[src/common/glf_pkg.sv]
// package for the guard lock supervisor: timing and state types
`default_nettype none
package glf_pkg;
	localparam int CLK_HZ = 50000000;
	localparam int TICK_US = 1000;
	localparam int TICK_DIV = (CLK_HZ / 1000000) * TICK_US;
	localparam logic [15:0] TICK_DIV_LAST = 16'(TICK_DIV - 1);
	localparam int MS_W = 16;
	localparam logic [MS_W-1:0] MS_ZERO = 16'h0000;
	localparam logic [MS_W-1:0] MS_ONE = 16'h0001;
	localparam logic [15:0] DIV_ZERO = 16'h0000;
	localparam int UNLOCK_MS_DEF = 500;
	localparam int FBK_MS_DEF = 100;

	typedef enum logic [2:0] {
		GLF_LOCKED = 3'b000,
		GLF_DELAY = 3'b001,
		GLF_RELEASED = 3'b011,
		GLF_RELOCK = 3'b010,
		GLF_FAULT = 3'b110
	} glf_state_e;

	typedef struct packed {
		glf_state_e st;
		logic [MS_W-1:0] dly;
		logic [MS_W-1:0] fbkCnt;
		logic fbkWait;
		logic fbkRef;
		logic driveOn;
		logic opened;
		logic missOpen;
		logic fbkErr;
		logic safe;
	} glf_core_s;

	typedef struct packed {
		logic [15:0] div;
		logic tick;
	} glf_tick_s;
endpackage
`default_nettype wire

[src/common/glf_tick_if.sv]
// interface carrying the millisecond tick between the divider and the core
`default_nettype none
interface glf_tick_if;
	logic tick;
	modport src (output tick);
	modport snk (input tick);
endinterface
`default_nettype wire

[src/logic/glf_guard_lock.sv]
// guard lock supervisor with mandatory gate opening
`default_nettype none
module glf_guard_lock (
	input wire logic clk,
	input wire logic sys_rst,
	input wire logic unlockReq,
	input wire logic lockFbk,
	input wire logic gateClosed,
	input wire logic cfgGateAbsent,
	input wire logic cfgMandatoryOpen,
	input wire logic cfgSpringLock,
	input wire logic cfgErrOutEn,
	input wire logic [glf_pkg::MS_W-1:0] cfgUnlockMs,
	input wire logic [glf_pkg::MS_W-1:0] cfgFbkMs,
	input wire logic errClear,
	output logic solenoid_drive_out,
	output logic safe_status_out,
	output logic solenoid_active_trace,
	output logic errorOut,
	output logic missOpenErr,
	output logic fbkTimeoutErr
);
	import glf_pkg::*;
	glf_tick_if tk ();
	glf_tick_div uTick (
		.clk(clk),
		.sys_rst(sys_rst),
		.tk(tk)
	);

	glf_core_s s_q;
	glf_core_s s_d;
	logic lockedNow;
	logic gateOk;
	logic anyErr;

	// feedback high means solenoid energised
	function automatic logic isLocked(input logic fbk, input logic spring);
		return spring ? ~fbk : fbk;
	endfunction

	always_comb begin
		lockedNow = isLocked(lockFbk, cfgSpringLock);
		gateOk = cfgGateAbsent | gateClosed;
	end

	always_comb begin
		s_d = s_q;
		// a drive change restarts the feedback watch
		if (s_q.fbkWait && lockFbk != s_q.fbkRef) begin
			s_d.fbkWait = 1'b0;
		end else if (s_q.fbkWait && tk.tick) begin
			if (s_q.fbkCnt >= cfgFbkMs) begin
				s_d.fbkErr = 1'b1;
				s_d.fbkWait = 1'b0;
			end else begin
				s_d.fbkCnt = s_q.fbkCnt + MS_ONE;
			end
		end
		if (!cfgGateAbsent && !gateClosed && s_q.driveOn) begin
			s_d.opened = 1'b1;
		end
		unique case (s_q.st)
			GLF_LOCKED: begin
				if (unlockReq) begin
					s_d.st = GLF_DELAY;
					s_d.dly = MS_ZERO;
					s_d.opened = 1'b0;
				end
			end
			GLF_DELAY: begin
				if (!unlockReq) begin
					s_d.st = GLF_RELOCK;
				end else if (s_q.dly >= cfgUnlockMs) begin
					s_d.st = GLF_RELEASED;
					s_d.driveOn = 1'b1;
					s_d.fbkWait = 1'b1;
					s_d.fbkCnt = MS_ZERO;
					s_d.fbkRef = lockFbk;
				end else if (tk.tick) begin
					s_d.dly = s_q.dly + MS_ONE;
				end
			end
			GLF_RELEASED: begin
				if (!unlockReq && gateOk) begin
					s_d.st = GLF_RELOCK;
					s_d.driveOn = 1'b0;
					s_d.fbkWait = 1'b1;
					s_d.fbkCnt = MS_ZERO;
					s_d.fbkRef = lockFbk;
				end
			end
			GLF_RELOCK: begin
				if (lockedNow && gateOk && !s_q.fbkWait) begin
					s_d.st = GLF_LOCKED;
					// only a cycle whose unlock delay ran out (dly reached cfgUnlockMs) counts
					if (cfgMandatoryOpen && !cfgGateAbsent && s_q.dly >= cfgUnlockMs
						&& !s_q.opened && !s_d.opened) begin
						s_d.missOpen = 1'b1;
					end
				end
			end
			GLF_FAULT: begin
				if (lockedNow && gateOk) begin
					s_d.st = GLF_LOCKED;
				end
			end
			default: s_d.st = GLF_FAULT;
		endcase
		// timeout and missing-opening errors are sticky; a new error in the clear cycle wins
		if (errClear && !(s_d.fbkErr && !s_q.fbkErr)) begin
			s_d.fbkErr = 1'b0;
		end
		if (errClear && !(s_d.missOpen && !s_q.missOpen)) begin
			s_d.missOpen = 1'b0;
		end
		s_d.safe = (s_d.st == GLF_LOCKED) && lockedNow && gateOk
			&& !s_d.fbkErr && !s_d.missOpen;
	end

	always_ff @(posedge clk) begin
		if (sys_rst) begin
			s_q <= '0;
		end else begin
			s_q <= s_d;
		end
	end

	assign anyErr = s_q.fbkErr | s_q.missOpen | (s_q.st == GLF_LOCKED && !gateOk);
	// spring type: energising the solenoid unlocks, so drive equals release
	assign solenoid_drive_out = cfgSpringLock ? s_q.driveOn : ~s_q.driveOn;
	assign solenoid_active_trace = s_q.driveOn;
	assign safe_status_out = s_q.safe;
	assign errorOut = cfgErrOutEn & anyErr;
	assign missOpenErr = s_q.missOpen;
	assign fbkTimeoutErr = s_q.fbkErr;

	AST_SAFE_NEEDS_CLOSED: assert property (@(posedge clk) disable iff (sys_rst)
		safe_status_out |-> (s_q.st == GLF_LOCKED)) else $error("safe while not locked");
	AST_REQ_DROPS_SAFE: assert property (@(posedge clk) disable iff (sys_rst)
		unlockReq && s_q.st == GLF_LOCKED |=> !safe_status_out)
		else $error("safe stayed high on request");
	AST_NO_EARLY_DRIVE: assert property (@(posedge clk) disable iff (sys_rst)
		$rose(s_q.driveOn) |-> $past(s_q.st) == GLF_DELAY && $past(s_q.dly) >= $past(cfgUnlockMs))
		else $error("drive before delay");
	AST_ERR_KILLS_SAFE: assert property (@(posedge clk) disable iff (sys_rst)
		(s_q.fbkErr || s_q.missOpen) |-> !safe_status_out) else $error("safe during error");
	AST_FBK_TIMEOUT: assert property (@(posedge clk) disable iff (sys_rst)
		$rose(s_q.fbkErr) |-> $past(s_q.fbkWait) && $past(s_q.fbkCnt) >= $past(cfgFbkMs))
		else $error("timeout without wait");
	AST_RELOCK: assert property (@(posedge clk) disable iff (sys_rst)
		s_q.st == GLF_RELEASED && !unlockReq && gateOk |=> !s_q.driveOn)
		else $error("no relock");
	AST_MISS_OPEN: assert property (@(posedge clk) disable iff (sys_rst)
		$rose(s_q.missOpen) |-> $past(s_q.st) == GLF_RELOCK && s_q.st == GLF_LOCKED)
		else $error("miss-open outside cycle end");
	AST_ERR_EN: assert property (@(posedge clk) disable iff (sys_rst)
		!cfgErrOutEn |-> !errorOut) else $error("error output not gated");
	AST_CANCEL: assert property (@(posedge clk) disable iff (sys_rst)
		s_q.st == GLF_DELAY && !unlockReq |=> !s_q.driveOn [*2])
		else $error("cancel failed");
	AST_SAFE_GATE: assert property (@(posedge clk) disable iff (sys_rst)
		safe_status_out
		|-> $past(gateOk))
		else $error("safe with gate open");
	AST_SAFE_LOCK: assert property (@(posedge clk) disable iff (sys_rst)
		safe_status_out
		|-> $past(lockedNow))
		else $error("safe with lock released");
	AST_SAFE_NO_DRIVE: assert property (@(posedge clk) disable iff (sys_rst)
		safe_status_out
		|-> !solenoid_active_trace)
		else $error("safe while release commanded");
	AST_REQ_TAKEN: assert property (@(posedge clk) disable iff (sys_rst)
		unlockReq && s_q.st == GLF_LOCKED
		|=> s_q.st == GLF_DELAY)
		else $error("request not taken");
	AST_NO_REQ_STAY: assert property (@(posedge clk) disable iff (sys_rst)
		!unlockReq && s_q.st == GLF_LOCKED
		|=> s_q.st == GLF_LOCKED)
		else $error("left locked without request");
	AST_DELAY_NOT_SAFE: assert property (@(posedge clk) disable iff (sys_rst)
		s_q.st == GLF_DELAY
		|-> !safe_status_out)
		else $error("safe during unlock delay");
	AST_RELEASED_STATE: assert property (@(posedge clk) disable iff (sys_rst)
		s_q.st == GLF_RELEASED
		|-> !safe_status_out && solenoid_active_trace)
		else $error("released state inconsistent");
	AST_DELAY_NO_DRIVE: assert property (@(posedge clk) disable iff (sys_rst)
		s_q.st == GLF_DELAY
		|-> !solenoid_active_trace)
		else $error("drive during unlock delay");
	AST_DELAY_HOLDS: assert property (@(posedge clk) disable iff (sys_rst)
		s_q.st == GLF_DELAY && unlockReq && s_q.dly < cfgUnlockMs
		|=> s_q.st == GLF_DELAY)
		else $error("delay left early");
	AST_DELAY_DONE: assert property (@(posedge clk) disable iff (sys_rst)
		s_q.st == GLF_DELAY && unlockReq && s_q.dly >= cfgUnlockMs
		|=> solenoid_active_trace)
		else $error("no release after delay");
	AST_DELAY_STEP: assert property (@(posedge clk) disable iff (sys_rst)
		s_q.st == GLF_DELAY && unlockReq && s_q.dly < cfgUnlockMs && tk.tick
		|=> s_q.dly == $past(s_q.dly) + MS_ONE)
		else $error("delay count skipped a tick");
	AST_GATE_DROPS_SAFE: assert property (@(posedge clk) disable iff (sys_rst)
		s_q.st == GLF_LOCKED && !gateOk
		|=> !safe_status_out)
		else $error("safe with gate open while locked");
	AST_FBK_ARM: assert property (@(posedge clk) disable iff (sys_rst)
		$changed(solenoid_active_trace)
		|-> s_q.fbkWait && s_q.fbkCnt == MS_ZERO)
		else $error("feedback watch not armed");
	AST_FBK_REF: assert property (@(posedge clk) disable iff (sys_rst)
		$rose(solenoid_active_trace)
		|-> s_q.fbkRef == $past(lockFbk))
		else $error("feedback reference wrong");
	AST_FBK_SEEN: assert property (@(posedge clk) disable iff (sys_rst)
		s_q.fbkWait && lockFbk != s_q.fbkRef
		|=> !s_q.fbkWait || $changed(solenoid_active_trace))
		else $error("feedback change missed");
	AST_FBK_STICKY: assert property (@(posedge clk) disable iff (sys_rst)
		s_q.fbkErr && !errClear
		|=> s_q.fbkErr)
		else $error("timeout error lost");
	AST_FBK_CLEAR: assert property (@(posedge clk) disable iff (sys_rst)
		errClear && !s_q.fbkWait
		|=> !s_q.fbkErr)
		else $error("timeout error not cleared");
	AST_RELOCK_NO_DRIVE: assert property (@(posedge clk) disable iff (sys_rst)
		s_q.st == GLF_RELOCK
		|-> !solenoid_active_trace)
		else $error("drive during relock");
	AST_HOLD_REQ: assert property (@(posedge clk) disable iff (sys_rst)
		s_q.st == GLF_RELEASED && unlockReq
		|=> solenoid_active_trace)
		else $error("relock with request held");
	AST_HOLD_GATE: assert property (@(posedge clk) disable iff (sys_rst)
		s_q.st == GLF_RELEASED && !gateOk
		|=> solenoid_active_trace)
		else $error("relock with gate open");
	AST_DRIVE_FALL: assert property (@(posedge clk) disable iff (sys_rst)
		$fell(s_q.driveOn)
		|-> $past(s_q.st) == GLF_RELEASED && !$past(unlockReq))
		else $error("drive dropped outside relock");
	AST_SAFE_RETURN: assert property (@(posedge clk) disable iff (sys_rst)
		s_q.st == GLF_RELOCK && !s_q.fbkWait && lockedNow && gateOk
		|=> safe_status_out || missOpenErr || fbkTimeoutErr)
		else $error("safe not restored after relock");
	AST_LOCKED_SAFE: assert property (@(posedge clk) disable iff (sys_rst)
		s_q.st == GLF_LOCKED && !unlockReq && lockedNow && gateOk && !anyErr
		|=> safe_status_out)
		else $error("safe not high while locked");
	AST_MISS_MODE: assert property (@(posedge clk) disable iff (sys_rst)
		$rose(s_q.missOpen)
		|-> $past(cfgMandatoryOpen) && !$past(cfgGateAbsent))
		else $error("missing-opening error outside its mode");
	AST_OPENED_NO_MISS: assert property (@(posedge clk) disable iff (sys_rst)
		s_q.st == GLF_RELOCK && s_q.opened && !s_q.missOpen
		|=> !s_q.missOpen)
		else $error("error despite gate opening");
	AST_OPEN_SEEN: assert property (@(posedge clk) disable iff (sys_rst)
		s_q.st == GLF_RELEASED && !cfgGateAbsent && !gateClosed
		|=> s_q.opened)
		else $error("gate opening not recorded");
	AST_OPEN_RESTART: assert property (@(posedge clk) disable iff (sys_rst)
		s_q.st == GLF_LOCKED && unlockReq
		|=> !s_q.opened)
		else $error("old gate opening carried over");
	AST_MISS_STICKY: assert property (@(posedge clk) disable iff (sys_rst)
		s_q.missOpen && !errClear
		|=> s_q.missOpen)
		else $error("missing-opening error lost");
	AST_MISS_CLEAR: assert property (@(posedge clk) disable iff (sys_rst)
		errClear && s_q.st != GLF_RELOCK
		|=> !s_q.missOpen)
		else $error("missing-opening error not cleared");
	AST_MISS_SET: assert property (@(posedge clk) disable iff (sys_rst)
		s_q.st == GLF_RELOCK && !s_q.fbkWait && lockedNow && gateOk && cfgMandatoryOpen
		&& !cfgGateAbsent && s_q.dly >= cfgUnlockMs && !s_q.opened
		|=> s_q.missOpen)
		else $error("missing opening not flagged");
	AST_ABSENT_NO_OPEN: assert property (@(posedge clk) disable iff (sys_rst)
		cfgGateAbsent && !s_q.opened
		|=> !s_q.opened)
		else $error("gate opening seen with gate absent");
	AST_ABSENT_NO_MISS: assert property (@(posedge clk) disable iff (sys_rst)
		cfgGateAbsent && !s_q.missOpen
		|=> !s_q.missOpen)
		else $error("missing-opening error with gate absent");
	AST_ABSENT_NO_GATE_ERR: assert property (@(posedge clk) disable iff (sys_rst)
		cfgGateAbsent && !s_q.fbkErr && !s_q.missOpen
		|-> !errorOut)
		else $error("gate error with gate absent");
	AST_CANCEL_STATE: assert property (@(posedge clk) disable iff (sys_rst)
		s_q.st == GLF_DELAY && !unlockReq
		|=> s_q.st == GLF_RELOCK)
		else $error("cancel did not relock");
	AST_CANCEL_NO_MISS: assert property (@(posedge clk) disable iff (sys_rst)
		s_q.st == GLF_RELOCK && s_q.dly < cfgUnlockMs && !s_q.missOpen
		|=> !s_q.missOpen)
		else $error("cancelled cycle flagged");
endmodule
`default_nettype wire

[src/logic/glf_tick_div.sv]
// millisecond enable divider
`default_nettype none
module glf_tick_div (
	input wire logic clk,
	input wire logic sys_rst,
	glf_tick_if.src tk
);
	import glf_pkg::*;
	glf_tick_s s_q;
	glf_tick_s s_d;
	always_comb begin
		s_d = s_q;
		s_d.tick = 1'b0;
		if (s_q.div == TICK_DIV_LAST) begin
			s_d.div = DIV_ZERO;
			s_d.tick = 1'b1;
		end else begin
			s_d.div = s_q.div + 16'h0001;
		end
	end
	always_ff @(posedge clk) begin
		if (sys_rst) begin
			s_q <= '0;
		end else begin
			s_q <= s_d;
		end
	end
	assign tk.tick = s_q.tick;
endmodule
`default_nettype wire

[config.mk]
export PLATFORM = sky130hd
export DESIGN_NAME = glf_guard_lock
export DESIGN_NICKNAME = d
export VERILOG_FILES = /design/src/common/glf_pkg.sv /design/src/common/glf_tick_if.sv /design/src/logic/glf_guard_lock.sv /design/src/logic/glf_tick_div.sv
export SDC_FILE = /design/constraint.sdc
export NUM_CORES = 1
export LEC_CHECK = 0
export BUFFER_PORTS_ARGS = -buffer_cell sky130_fd_sc_hd__buf_2
export CORE_AREA = 2 2 95 97
export CTS_CLUSTER_SIZE = 25
export DETAILED_ROUTE_END_ITERATION = 12
export DIE_AREA = 0 0 97 99
export SYNTH_ARGS = -nofsm -noshare
export SYNTH_HDL_FRONTEND = slang
export SYNTH_SLANG_ARGS = --single-unit
[constraint.sdc]
create_clock -name clk -period 2.95 [get_ports clk]
set_input_delay 0.1475 -clock clk [delete_from_list [all_inputs] [get_ports clk]]
set_output_delay 0.1475 -clock clk [all_outputs]
set_load 0.01 [all_outputs]
==> results.py <==
metrics = {
    "floorplan": {
        "die_height_um": 99,
        "initial_utilization": 0.439,
        "die_area_mm2": 0.00960,
        "die_x_um": 97,
        "core_mm2": 0.00855,
        "rows": 34,
        "io_pins": 48,
    },
    "grt": {
        "grt_antenna_before_repair": 0,
        "grt_pass1_wl_um": 15100,
        "grt_util_all_layers": 0.188,
        "grt_pass1_vias": 3360,
        "grt_overflow_total": 0,
        "grt_max_degree": 32,
    },
    "final_layout": {
        "fin_util": 0.502,
        "final_common_cell": "dfxtp_1",
        "nets": 590,
        "drive_gt1_frac": 0.141,
        "diodes": 0,
        "area_growth_pct": 14.4,
        "fin_cells": 626,
        "mostFrequentLayoutCells": "59 x dfxtp_1, 47 x buf_2, 45 x nand2_1",
    },
    "worst_setup_path": {
        "cp_max_fo": 26,
        "worstPathRequired_ns": 3.21,
        "crit_family": "simple AND/OR/NAND/NOR gates",
        "startpoint_type": "flop",
        "arrival_ns": 2.99,
        "worst_setup_path_end_kind": "flop",
        "cp.buffers_inverters": 1,
        "crit_path_top_delay_cell": "or4_1",
        "slowest_delay_ns": 0.58,
        "critPathKind": "flop to flop",
        "path_cells": "inv_1 -> ha_1 -> nand2b_1 -> a2111o_1 -> a32oi_4 -> nand3_4 -> or4_1 -> a31oi_1",
    },
    "power_and_ir_drop": {
        "internal_power_mw": 1.25,
        "p_sw_uw": 424,
        "pwr-share-clk": 0.441,
        "switching_share": 0.253,
        "pwr-share-comb": 0.077,
        "worst_ir_drop_vdd_v": 0.000339,
        "power_frac_seq": 0.481,
        "powerDensity_mw_per_mm2": 390,
        "p_leak_nw": 1.73,
    },
    "routing": {
        "route.detailed.drc": 0,
        "dr.pass1.iters": 4,
        "routed_via_density": 5.69,
        "drt.antenna.violating_nets": 0,
        "routed_wl_um": 8630,
        "drt_iter0_markers": 146,
        "vias": 3564,
        "post_drt_wl_per_cell_um": 13.8,
    },
    "clock_tree": {
        "cts_resized": 0,
        "cts.sinks": 59,
        "cts_hold_buf": 0,
        "tritoncts": "done",
        "clk_pin_slew_ns": 0.07,
        "postCtsSetupBuffers": 0,
        "clkLatencyLatePin_ns": 0.33,
        "clockBufferDepth": 2,
        "root_buffer": "clkbuf_8",
        "cts_buffers": 9,
        "cts-htree-levels": 3,
    },
    "run": {
        "drv_cap": 0,
    },
    "sta": {
        "maxSlewViolCount": 0,
        "timing.final.crit_share": 0.926,
        "worst_slack_ns": 0.219,
        "fin_worst_skew_ns": 0.00673,
        "worst_pin_slew_ns": 0.692,
        "relSlewSlack": 0.538,
        "finalSetupViolCount": 0,
        "tns_ns": 0,
        "fin_crit_ns": 2.73,
        "finalHoldViolations": 0,
        "fmax_ghz": 0.366,
        "rsz0062_at_grt": "false",
    },
    "status": {
        "status": "complete, no violations",
    },
    "synth": {
        "yosys_warnings": 0,
        "syn_avg_cell_area_um2": 8.07,
        "synth_top_cell_area_share": 0.315,
        "syn_nets": 542,
        "synth_cell_types": 53,
        "synthesis.area_mm2": 0.00375,
        "synthFlopType": "dfxtp_1",
        "synth-edff-count": 0,
        "synth_seq_area_share": 0.315,
        "synth_area_leaders": "dfxtp_1 31%, ha_1 12%, a21oi_1 4.7%",
        "synth-seq-cells": 59,
        "syn-instance-count": 465,
        "async_flop_share": 0,
        "yosys.area.top_type": "dfxtp_1",
    },
    "placement": {
        "globalplace.congestion": 0.802,
        "port_buffers": 47,
        "place_ws_ns": 0.256,
        "hpwlAfterDp_um": 6480,
        "dp_cells": 610,
    },
    "worst_hold_path": {
        "hold_path.class": "input port to flop",
    },
}
final timing paths:
path,to,cells past startpoint,start,slack [ns]
setup reg to reg,s_q[28]$_SDFFE_PP0P_,8,s_q[23]$_SDFFE_PP0P_,0.22
hold reg to reg,uTick.s_q[1]$_SDFF_PP0_,1,uTick.s_q[1]$_SDFF_PP0_,0.46
setup / recovery,s_q[28]$_SDFFE_PP0P_,8,s_q[23]$_SDFFE_PP0P_,0.22
hold / removal,s_q[39]$_SDFF_PP0_,3,unlockReq,0.17
kinds of logic after synthesis:
family          synth area share
simple gates               0.265
compound gates             0.202
flops                      0.315
buf+inv                   0.0610
fa+ha+maj                  0.117
xor+xnor                  0.0397
through the flow:
stage	hold WS [ns]	power, mW	area [um2]
2_1_floorplan	0.352	0.901	3750
3_3_place_gp	0.441	0.952	4090
3_5_place_dp	0.448	0.955	4090
4_1_cts	0.162	1.69	4290
5_1_grt	0.195	1.76	4290
6_report	0.170	1.67	4290
metal layers:
metal | global-route usage | vias up | routed length [um]
li1 | - | 1812 | -
met1 | 0.245 | 1656 | 4060
met2 | 0.314 | 84 | 4020
met3 | 0.0433 | 12 | 426
met4 | 0.0520 | 0 | 116
met5 | 0 | - | 0
flip-flops by register name (all words and copies together) (netlist names):
| signal | count |
|---|---|
| solenoid_active_trace | 1 |
| uTick.tk.tick | 1 |
| uTick.s_q | 16 |
| s_q | 38 |
| safe_status_out | 1 |
| fbkTimeoutErr | 1 |
| missOpenErr | 1 |
area by class of cell:
type,instances,area [um2]
clock inverters,7,77.6
fillers,860,4260
multi-input cells,348,2340
well taps,108,135
flip-flops and latches,59,1180
inverters,43,161
clock buffers,9,124
repair buffers,52,273
power by group through the flow:
stage               Combinational [mW]  Clock, mW  Sequential [mW]
floorplan                       0.0774          0            0.824
global placement                 0.128          0            0.824
detailed placement               0.130          0            0.825
CTS                              0.131      0.757            0.806
global route                     0.146      0.805            0.807
finish                           0.129      0.739            0.806
cells in the mapped netlist, drive strengths merged (10+ instances only):
cell / count
nand3: 28
a21oi: 35
inv: 43
o211ai: 12
nand2: 45
and3: 13
nor2: 33
clkbuf: 11
a31oi: 10
o31ai: 13
ha: 35
dfxtp: 59
or4: 21
worst min-delay path: stages:
cell,delay (ns)
buf_2,0.13
a21oi_1,0.11
a2111oi_0,0.07
No activity file was read; power rests on OpenSTA's default activity.
